$ cat config.mk
export PLATFORM = sky130hd
export DESIGN_NAME = spc_top
export DESIGN_NICKNAME = d
export VERILOG_FILES = /design/src/rtl/spc_pkg.sv /design/src/rtl/spc_marker_insert.sv /design/src/rtl/spc_steer_delay.sv /design/src/rtl/spc_top.sv
export SDC_FILE = /design/constraint.sdc
export NUM_CORES = 1
export LEC_CHECK = 0
export ABC_AREA = 1
export BUFFER_PORTS_ARGS = -buffer_cell sky130_fd_sc_hd__buf_2
export CAP_MARGIN = 5
export CORE_ASPECT_RATIO = 0.5
export CORE_MARGIN = 2
export CORE_UTILIZATION = 53
export DETAILED_ROUTE_END_ITERATION = 7
export PLACE_DENSITY_LB_ADDON = 0.3
export SETUP_SLACK_MARGIN = 0.05
export SLEW_MARGIN = 20
export SYNTH_ARGS = -nofsm -noshare
export SYNTH_HDL_FRONTEND = slang
export SYNTH_SLANG_ARGS = --single-unit
$ cat constraint.sdc
create_clock -name clk_i -period 1.7 [get_ports clk_i]
set_input_delay 0.34 -clock clk_i [delete_from_list [all_inputs] [get_ports clk_i]]
set_output_delay 0.34 -clock clk_i [all_outputs]
set_load 0.005 [all_outputs]
$ cat src/rtl/spc_pkg.sv
// Purpose: shared constants for the sample path configuration block
// Assumes: registers are 8 bits wide, one per 32-bit bus word
// Notes:   byte address of a register is four times its index
package spc_pkg;

  // bus geometry
  localparam int unsigned WB_AW    = 12;
  localparam int unsigned WB_DW    = 32;
  localparam int unsigned WB_SW    = 4;
  localparam int unsigned IDX_W    = 10;
  localparam int unsigned REG_W    = 8;

  // register indices, byte address = index * 4
  localparam logic [IDX_W-1:0] IDX_STEER  = 10'h09B;
  localparam logic [IDX_W-1:0] IDX_DITHER = 10'h09D;
  localparam logic [IDX_W-1:0] IDX_MARKER = 10'h160;
  localparam logic [IDX_W-1:0] IDX_LINK   = 10'h200;
  localparam logic [IDX_W-1:0] IDX_STATUS = 10'h210;

  // field layout
  localparam int unsigned STEER_W      = 5;
  localparam int unsigned DITH_W       = 3;
  localparam int unsigned DITH_EN_BIT  = 0;
  localparam int unsigned DITH_AMP_BIT = 1;
  localparam int unsigned DITH_ERR_BIT = 2;
  localparam int unsigned STAT_BUSY    = 0;
  localparam int unsigned STAT_SEL     = 1;
  localparam int unsigned STAT_DLY_LSB = 2;

  // reset values
  localparam logic [STEER_W-1:0] RST_STEER  = 5'h07;
  localparam logic [DITH_W-1:0]  RST_DITHER = 3'h0;
  localparam logic               RST_MARKER = 1'h0;
  localparam logic               RST_LINK   = 1'h1;

  // sample path geometry
  localparam int unsigned STEER_DEPTH = 32;
  localparam int unsigned CONV_W      = 9;
  localparam int unsigned LINK_N      = 12;
  localparam int unsigned CS_W        = 2;
  localparam logic [CS_W-1:0] ILA_CS  = 2'h0;
  localparam int unsigned SAMPLE_LAT  = 2;

  // swap tracking states
  typedef enum logic [1:0] {
    SPC_ST_IDLE = 2'b01,
    SPC_ST_SWAP = 2'b10
  } spc_swap_st_t;

endpackage

$ cat src/rtl/spc_marker_insert.sv
// Purpose: packs a converter sample into the link field with an optional marker
// Assumes: sample_i is already one stage behind the pins
// Notes:   the marker travels a pipeline matched to the sample latency
`timescale 1ns/10ps
module spc_marker_insert
  import spc_pkg::*;
(
  input  wire logic              clk_i,
  input  wire logic              rst_i,
  input  wire logic              hold_i,
  input  wire logic              enable_i,
  input  wire logic              marker_i,
  input  wire logic [CONV_W-1:0] sample_i,
  output logic [LINK_N-1:0]      link_o
);

  logic [SAMPLE_LAT-2:0] mk_q;
  logic [LINK_N-1:0]     field;

  // marker sees the same stage count as the samples, pin to output
  always_ff @(posedge clk_i) begin
    if (rst_i) begin
      mk_q <= '0;
    end else begin
      mk_q[0] <= marker_i;
      for (int k = 1; k < SAMPLE_LAT - 1; k++) begin
        mk_q[k] <= mk_q[k-1];
      end
    end
  end

  // wide field keeps all data bits, narrow field gives up the data lsb
  generate
    if (LINK_N > CONV_W) begin : g_wide
      assign field = {sample_i, {(LINK_N-CONV_W-1){1'b0}},
                      enable_i & mk_q[SAMPLE_LAT-2]};
    end else begin : g_narrow
      assign field = {sample_i[CONV_W-1:1], enable_i & mk_q[SAMPLE_LAT-2]};
    end
  endgenerate

  // output stage, cleared while the link block is held off
  always_ff @(posedge clk_i) begin
    if (rst_i || hold_i) begin
      link_o <= '0;
    end else begin
      link_o <= field;
    end
  end

endmodule

$ cat src/rtl/spc_steer_delay.sv
// Purpose: delays the core select signal by a programmed count during swaps
// Assumes: swap_active_i is high for the whole background swap
// Notes:   the delay is frozen at swap start and reloaded only between swaps
`timescale 1ns/10ps
module spc_steer_delay
  import spc_pkg::*;
(
  input  wire logic               clk_i,
  input  wire logic               rst_i,
  input  wire logic               swap_active_i,
  input  wire logic               sel_i,
  input  wire logic [STEER_W-1:0] delay_i,
  output logic                    sel_o,
  output logic                    busy_o,
  output logic [STEER_W-1:0]      delay_used_o
);

  spc_swap_st_t           st_q;
  logic [STEER_DEPTH-1:0] hist_q;
  logic [STEER_DEPTH-1:0] taps;

  // tap k is the select as it stood k cycles ago, tap 0 is the live value
  assign taps = {hist_q[STEER_DEPTH-2:0], sel_i};

  // select history, one cycle per stage
  always_ff @(posedge clk_i) begin
    if (rst_i) begin
      hist_q <= '0;
    end else begin
      hist_q <= taps;
    end
  end

  // swap tracking; delay latched on entry so a rewrite cannot tear a swap
  always_ff @(posedge clk_i) begin
    if (rst_i) begin
      st_q         <= SPC_ST_IDLE;
      delay_used_o <= RST_STEER;
    end else begin
      unique case (st_q)
        SPC_ST_IDLE: begin
          delay_used_o <= delay_i;
          if (swap_active_i) begin
            st_q <= SPC_ST_SWAP;
          end
        end
        SPC_ST_SWAP: begin
          if (!swap_active_i) begin
            st_q <= SPC_ST_IDLE;
          end
        end
        default: st_q <= SPC_ST_IDLE;
      endcase
    end
  end

  // delayed tap only inside a swap, live select otherwise
  always_ff @(posedge clk_i) begin
    if (rst_i) begin
      sel_o  <= 1'b0;
      busy_o <= 1'b0;
    end else begin
      busy_o <= (st_q == SPC_ST_SWAP);
      if (st_q == SPC_ST_SWAP) begin
        sel_o <= taps[delay_used_o];
      end else begin
        sel_o <= sel_i;
      end
    end
  end

endmodule

$ cat src/rtl/spc_top.sv
// Purpose: configuration registers and sample steering for the converter path
// Assumes: classic Wishbone slave, 8-bit registers in byte lane 0
// Notes:   every output comes from a flip-flop; reserved bits read as zero
//
// Overview of operation
// - five-bit steering delay in bits 4:0, reset value 0x07.
// - delay applies only during background swaps, select untouched otherwise.
// - any delay value from 0 to 31 is accepted.
// - delayed select steers core samples into the link encoders.
// - dither register bit 0 enables dither, resets to 0.
// - dither bit 1 picks amplitude: 0 small, 1 large.
// - dither bit 2 sends rounding error to noise (0) or offset/spurs (1).
// - marker bit 0 puts the timestamp input in each sample lsb.
// - with a wider link field, marker uses field lsb, data intact.
// - link subsystem enable register resets to 0x01.
// - enable low holds link in reset, serializers down, clocks gated.
`timescale 1ns/10ps
module spc_top
  import spc_pkg::*;
(
  input  wire logic              clk_i,
  input  wire logic              rst_i,
  input  wire logic              wb_cyc_i,
  input  wire logic              wb_stb_i,
  input  wire logic              wb_we_i,
  input  wire logic [WB_AW-1:0]  wb_adr_i,
  input  wire logic [WB_SW-1:0]  wb_sel_i,
  input  wire logic [WB_DW-1:0]  wb_dat_i,
  output logic [WB_DW-1:0]       wb_dat_o,
  output logic                   wb_ack_o,
  input  wire logic              swap_active_i,
  input  wire logic              core_sel_i,
  input  wire logic [CONV_W-1:0] core_a_sample_i,
  input  wire logic [CONV_W-1:0] core_b_sample_i,
  input  wire logic              marker_i,
  output logic                   mux_sel_o,
  output logic [LINK_N-1:0]      link_sample_o,
  output logic                   dither_enable_o,
  output logic                   dither_amplitude_select_o,
  output logic                   dither_rounding_select_o,
  output logic                   marker_insert_enable_o,
  output logic                   link_reset_o,
  output logic                   serializer_powerdown_o,
  output logic                   link_clock_gate_o,
  output logic                   multiframe_reset_o,
  output logic [CS_W-1:0]        ila_cs_o
);

  // register state
  logic [STEER_W-1:0] steer_q;
  logic [DITH_W-1:0]  dith_q;
  logic               marker_en_q;
  logic               link_en_q;
  logic               link_hold_q;

  // bus decode
  logic [IDX_W-1:0]   idx;
  logic               req;
  logic               wr;
  logic               rd;
  logic [REG_W-1:0]   rdata;

  // steering path
  logic               steer_sel;
  logic               steer_busy;
  logic [STEER_W-1:0] steer_used;
  logic [CONV_W-1:0]  sample_q;

  // register index match, used by both the write and the read decode
  function automatic logic spc_hit(input logic [IDX_W-1:0] a,
                                   input logic [IDX_W-1:0] r);
    spc_hit = (a == r);
  endfunction

  // word index; the two lowest address bits select a byte and are ignored
  assign idx = wb_adr_i[WB_AW-1:2];
  assign req = wb_cyc_i & wb_stb_i;

  // writes land on the edge where ack is seen high by the master
  assign wr  = req & wb_we_i & wb_ack_o & wb_sel_i[0];
  // read data is captured on the edge that raises ack
  assign rd  = req & ~wb_we_i & ~wb_ack_o;

  // single wait state answer; ack drops the cycle after it was given
  always_ff @(posedge clk_i) begin
    if (rst_i) begin
      wb_ack_o <= 1'b0;
    end else begin
      wb_ack_o <= req & ~wb_ack_o;
    end
  end

  // steering delay register, full 0 to 31 range stored as written
  always_ff @(posedge clk_i) begin
    if (rst_i) begin
      steer_q <= RST_STEER;
    end else if (wr && spc_hit(idx, IDX_STEER)) begin
      steer_q <= wb_dat_i[STEER_W-1:0];
    end
  end

  // dither control register
  always_ff @(posedge clk_i) begin
    if (rst_i) begin
      dith_q <= RST_DITHER;
    end else if (wr && spc_hit(idx, IDX_DITHER)) begin
      dith_q <= wb_dat_i[DITH_W-1:0];
    end
  end

  // marker insertion control register
  always_ff @(posedge clk_i) begin
    if (rst_i) begin
      marker_en_q <= RST_MARKER;
    end else if (wr && spc_hit(idx, IDX_MARKER)) begin
      marker_en_q <= wb_dat_i[0];
    end
  end

  // link subsystem enable, on out of reset
  always_ff @(posedge clk_i) begin
    if (rst_i) begin
      link_en_q <= RST_LINK;
    end else if (wr && spc_hit(idx, IDX_LINK)) begin
      link_en_q <= wb_dat_i[0];
    end
  end

  // read mux; reserved and unmapped locations return zero
  always_comb begin
    rdata = '0;
    if (spc_hit(idx, IDX_STEER)) begin
      rdata[STEER_W-1:0] = steer_q;
    end else if (spc_hit(idx, IDX_DITHER)) begin
      rdata[DITH_W-1:0] = dith_q;
    end else if (spc_hit(idx, IDX_MARKER)) begin
      rdata[0] = marker_en_q;
    end else if (spc_hit(idx, IDX_LINK)) begin
      rdata[0] = link_en_q;
    end else if (spc_hit(idx, IDX_STATUS)) begin
      rdata[STAT_BUSY] = steer_busy;
      rdata[STAT_SEL]  = mux_sel_o;
      rdata[STAT_DLY_LSB +: STEER_W] = steer_used;
    end
  end

  // read data register, held until the next read
  always_ff @(posedge clk_i) begin
    if (rst_i) begin
      wb_dat_o <= '0;
    end else if (rd) begin
      wb_dat_o <= {{(WB_DW-REG_W){1'b0}}, rdata};
    end
  end

  // converter dither controls and marker insert enable, one flop stage behind the registers
  always_ff @(posedge clk_i) begin
    if (rst_i) begin
      dither_enable_o           <= 1'b0;
      dither_amplitude_select_o <= 1'b0;
      dither_rounding_select_o  <= 1'b0;
      marker_insert_enable_o    <= 1'b0;
    end else begin
      dither_enable_o           <= dith_q[DITH_EN_BIT];
      dither_amplitude_select_o <= dith_q[DITH_AMP_BIT];
      dither_rounding_select_o  <= dith_q[DITH_ERR_BIT];
      marker_insert_enable_o    <= marker_en_q;
    end
  end

  // link hold; one flop feeds all four so they always move together
  always_ff @(posedge clk_i) begin
    if (rst_i) begin
      link_hold_q <= ~RST_LINK;
    end else begin
      link_hold_q <= ~link_en_q;
    end
  end

  assign link_reset_o           = link_hold_q;
  assign serializer_powerdown_o = link_hold_q;
  assign link_clock_gate_o      = link_hold_q;
  assign multiframe_reset_o     = link_hold_q;

  // control bit count is never advertised, whatever the marker setting
  always_ff @(posedge clk_i) begin
    if (rst_i) begin
      ila_cs_o <= ILA_CS;
    end else begin
      ila_cs_o <= ILA_CS;
    end
  end

  // select delay line for background swaps
  spc_steer_delay u_steer (
    .clk_i         (clk_i),
    .rst_i         (rst_i),
    .swap_active_i (swap_active_i),
    .sel_i         (core_sel_i),
    .delay_i       (steer_q),
    .sel_o         (steer_sel),
    .busy_o        (steer_busy),
    .delay_used_o  (steer_used)
  );

  assign mux_sel_o = steer_sel;

  // encoder input mux driven by the delayed select
  always_ff @(posedge clk_i) begin
    if (rst_i) begin
      sample_q <= '0;
    end else begin
      sample_q <= steer_sel ? core_b_sample_i : core_a_sample_i;
    end
  end

  // pack into the link field and add the marker
  spc_marker_insert u_marker (
    .clk_i    (clk_i),
    .rst_i    (rst_i),
    .hold_i   (link_hold_q),
    .enable_i (marker_en_q),
    .marker_i (marker_i),
    .sample_i (sample_q),
    .link_o   (link_sample_o)
  );

endmodule

# After elaboration in Yosys (flattened, before gate mapping)
# Index checks and enable logic that the tools add are counted.
classes:
  n_lt_le_gt_ge: 1
  n_mux: 16
  n_addsub: 0
  n_shift: 0
  bitwise: 11
  n_eq_ne: 9
  n_mul: 0
  div: 0
  reduce_logical: 6
ops:
  columns: ["cell", "n"]
  rows:
  - ["10-bit == test, second input constant", 2]
  - ["10-bit by 8-bit == test with 1-bit output, second input constant", 2]
  - ["6-bit 2-to-1 mux", 2]
  - ["10-bit by 9-bit == test with 1-bit output, second input constant", 1]
  - ["9-bit 2-to-1 mux", 1]
  - ["1-bit bitwise AND", 8]
  - ["7-bit 2-to-1 mux", 1]
  - ["5-bit by 6-bit < comparator with 1-bit output, second input constant", 1]
  - ["2-bit 2-to-1 mux", 3]
  - ["1-bit binary-select mux with 5-bit select", 1]
  - ["5-bit 2-to-1 mux", 1]
  - ["1-bit logical AND", 4]
  - ["1-bit 2-to-1 mux", 4]
  - ["4-bit 2-to-1 mux", 1]
  - ["2-bit inequality test, second input constant", 2]
  - ["2-bit one-hot mux with 2 select lines", 1]
  - ["3-bit 2-to-1 mux", 1]
  - ["1-bit inverter", 3]
  - ["2-bit by 1-bit == test with 1-bit output, second input constant", 1]
  - ["2-bit == test, second input constant", 1]
  - ["2-bit AND reduction", 1]
  - ["1-bit logical OR", 1]
totals:
  reg_bits: 85
  n_memories: 0
  ram_bits: 0
  romBits: 0
  latch_bits: 0
  word_cells: 63

# Depth between registers and ports, before layout
depth:
  depth_word: 6
  mapped_depth: 11
  ltp_nobuf: 10

# Cells and area by module
# From an unflattened synthesis, not the netlist that was laid out.
hier_totals:
  cells_unflattened: 461
  hier_area_um2: 3523.4
by_module_without_submodules:
  columns: ["module", "seq_area_each_um2", "area_per_inst_um2", "instances", "cells_per_inst"]
  rows:
  - ["spc_top", 640.6, 1642.8, 1, 219]
  - ["spc_steer_delay", 800.8, 1540.2, 1, 203]
  - ["spc_marker_insert", 220.2, 340.3, 1, 39]

# Least setup slack after synthesis
# Ideal clock, no wire load.
synth_path:
  path_type: "flip-flop to flip-flop"
  start: "reg wb_ack_o"
  end: "reg dith_q[0]"
  path_stages_with_launch: 8
  setup_slack_ps: 517
  setup_ps: 117
  arrival_ps: 1065
  n_path_buf: 1
  t_required_ps: 1583
  period_less_slack_ps: 1183
  cell_sequence: "dfxtp_1 > inv_2 > nor2_1 > and3_1 > buf_6 > nand3_4 > o21ai_1 > a21oi_1"
synth_between:
  elab_chain_cells: 3
synth_lines:
  columns: ["element", "line_no", "source"]
  rows:
  - ["start, declared", "spc_top.sv:30", "output logic wb_ack_o,"]
  - ["start signal, assigned", "spc_top.sv:89", "wb_ack_o <= req & ~wb_ack_o;"]
  - ["1-bit bitwise AND (2 in a row)", "spc_top.sv:80", "assign wr = req & wb_we_i & wb_ack_o & wb_sel_i[0];"]
  - ["1-bit logical AND", "spc_top.sv:106", "end else if (wr && spc_hit(idx, IDX_DITHER)) begin"]
  - ["end signal, assigned", "spc_top.sv:107", "dith_q <= wb_dat_i[DITH_W-1:0];"]
  - ["end, declared", "spc_top.sv:51", "logic [DITH_W-1:0] dith_q;"]
# No other way between the ends.
# A chain may end at the register's enable or synchronous reset.

# Worst setup path after layout
layout_path:
  start: "reg u_steer.sel_o"
  end: "out mux_sel_o"
layout_lines:
  columns: ["element", "line_no", "source"]
  rows:
  - ["start, declared", "spc_steer_delay.sv:13", "output logic sel_o,"]
  - ["start signal, assigned", "spc_steer_delay.sv:65", "sel_o <= taps[delay_used_o];"]
  - ["start signal, assigned", "spc_steer_delay.sv:67", "sel_o <= sel_i;"]
  - ["end, declared", "spc_top.sv:36", "output logic mux_sel_o,"]
# No word-level cell between the ends.

==> key figures <==
Final layout
  • Share of cells above drive strength 1: a little over a fifth
  • ANT cells: 0
  • Most frequent cells in the layout: dfxtp_1, nor2_1, buf_2, inv_1, nand2_1
  • Layout Cells excl Fill: 620
  • Fillers: between 500 and 600
  • Commonest non-fill, non-tap cell in the layout: dfxtp_1
  • Final nets: about 600
  • Finished Cell Area: between 0.004 and 0.005 mm²
  • Area Growth Syn to Fin: 17.7%

Synth
  • XOR/XNOR share of the synthesized area: 0%
  • Adder-cell share of the synthesized area: 0%
  • Synth top area share: around 48%
  • Largest cells by area after synthesis: dfxtp_1, nor2_1, buf_4
  • Synthesized area per cell: about 7.6 µm²
  • Synth unique cells: 30
  • Synth Area in Compound Gates: 8.60%
  • Cell taking the most area after synthesis: dfxtp_1
  • Syn Std Cell Area: about 0.0035 mm²
  • Largest family of logic cells by synthesized area: simple AND/OR/NAND/NOR gates
  • Post-synthesis mux area share: 0%
  • Fraction of the yosys area taken by sequential cells: between 40 and 50%
  • Yosys warnings: 0
  • Synthesized flop and latch total: between 80 and 90
  • Post-Synth Simple-Gate Area: 26.0%
  • Cells after Synth: around 460

Place
  • Dpl cells: ~600
  • RD Place Congestion: 0.807
  • Area post-placement: 0.00377 mm²
  • Port Buf Inserts: just under 70
  • Detailed Place HPWL: between 4000 and 5000 µm

Timing
  • Setup TNS: 0 ns
  • Clock Skew: between 0.006 and 0.007 ns
  • Fin. Hold Viols: 0
  • Min Tclk post-route: around 1.4 ns
  • F_max: between 600 and 700 MHz
  • RSZ-0062 raised after global routing: false
  • WHS: around 0.21 ns
  • Final setup violation count: 0
  • Fin. max-slew vios: 0
  • Relative slew slack: around 56%
  • Worst-margin pin slew: ~0.66 ns
  • Period utilization: around 85%

Global route
  • First-pass GRT wire length: 11300 µm
  • Initial antenna violation count: 1
  • Pin count of the biggest net entering global routing: 29
  • Grt total ovfl: 0
  • GRT Util Overall: between 20% and 30%
  • Vias in the first global route: between 2000 and 3000

Pwr
  • Leakage: ~2.0 nW
  • Switching Fraction: 21.7%
  • Gate power share: about 7.1%
  • Tot Pwr: ~0.0044 W
  • Clk pwr share: between 40% and 50%
  • Sw Pwr: around 0.00096 W
  • Sequential power share: a little under half
  • Worst vdd ir: between 400 and 500 µV
  • P_int: 0.00344 W
  • Power Dens Cells: roughly 1100 mW/mm²

Clock tree
  • CTS tree: done
  • Clock Latency Late Sink: 0.33 ns
  • Clock Path Buffers: 2
  • Root Buffer: clkbuf_16
  • Clk slew on worst S/H paths: around 0.060 ns
  • CTS H-tree lvls: 3
  • Hold buffer count at CTS: 0
  • Cts repair resizes: 0
  • Total CTS buffers: 9
  • Setup Buffers After CTS: 0
  • Clk sink count: 83

Routing
  • Routed WL per cell: approximately 11 µm
  • Drt total wl: 6960 µm
  • DRC errors left: 0
  • ANT nets after route: 0
  • DR pass1 iterations: 4
  • Via density per instance: around 4.6
  • Vias: 2860
  • Drt first-iter violations: 124

Worst setup path
  • Critical Path Start Type: register
  • Worst EP required: between 1 and 1.5 ns
  • Slowest cell on crit path: dfxtp_1
  • Critical path's top delay family: flip-flops
  • CP cell instances: buf_2
  • Worst EP arrival: roughly 1.1 ns
  • Crit Reg-Reg Startpoint: u_steer.delay_used_o[1]
  • Worst path max stage delay: slightly below 0.6 ns
  • Worst setup EP type: output port
  • Max FO, Critical Path: 12
  • Buf/Inv on CP: 1
  • Worst Setup SP: u_steer.sel_o
  • WS Path Type: register to output port

Floorplanning
  • Rows: 20
  • DIE HEIGHT: between 60 and 70 µm
  • Die X: around 120 µm
  • DIE AREA: 0.00726 mm²
  • I/O pin cnt: 130
  • Total core area: just over 0.006 mm²
  • Starting Density: between 50 and 60%

Worst hold path
  • HP Start: marker_i
  • Hold Path Class: primary input to register

Job
  • Max-cap check violation count: 0

Run status
  • Run status: finished, final reports clean
==> cell type report <==
type | instances | area, µm² | area share, %
sequential | 83 | 1660 | 40.6
multi-input combinational | 282 | 1310 | 32.0
timing repair buffer | 77 | 408 | 9.96
inverter | 74 | 283 | 6.91
clock buffer | 12 | 246 | 6.02
tap | 88 | 110 | 2.69
clock inverter | 4 | 73.8 | 1.80
==> layer usage <==
metal	global-route usage, %	wire [µm]
met5	0	15
met4	9.52	123
met3	7.69	449
met2	34.1	3210
met1	23.3	3160
==> sequential cells by signal, summed over array words and instances (netlist names), 2 cells and up <==
signal,count
dith_q,3
u_marker.link_o,10
u_steer.st_q,2
wb_dat_o,7
u_steer.delay_used_o,5
u_steer.hist_q,31
sample_q,9
steer_q,5
==> final timing paths <==
path | endpoint | slack [ns] | cells past startpoint
max | mux_sel_o | 0.26 | 1
min | u_marker.mk_q | 0.21 | 3
max reg2reg | u_steer.sel_o | 0.36 | 8
min reg2reg | u_marker.link_o[5] | 0.40 | 2
==> cells in the mapped netlist, drive strengths merged <==
master,instances
nand3,40
and3,1
inv,71
nor2,88
o21ai,25
nor3,3
clkbuf,8
or2,1
conb,1
nand2,63
buf,39
nand4,1
o211ai,5
clkinv,3
nand3b,1
a21oi,25
dfxtp,83
==> through the flow <==
stage          setup slack, ns  utilization, %
6_report                 0.263            66.0
5_1_grt                  0.217            66.0
4_1_cts                  0.275            66.0
3_5_place_dp             0.215            60.8
3_3_place_gp             0.295            60.8
2_1_floorplan            0.517               -
==> power by group through the flow <==
stage	Combinational (W)	Sequential, W	Clock (W)
floorplan	0.000245	0.00206	0
global placement	0.000302	0.00207	0
detailed placement	0.000307	0.00207	0
CTS	0.000311	0.00203	0.00208
global route	0.000352	0.00203	0.00217
finish	0.000310	0.00203	0.00206
==> logic make-up after synthesis <==
logic type             count (synthesis)
AND/OR/NAND/NOR                      198
buffers and inverters                121
flip-flops                            83
AO/OA/AOI/OAI                         55
other                                  1
Power figures use the tool's default switching activity.
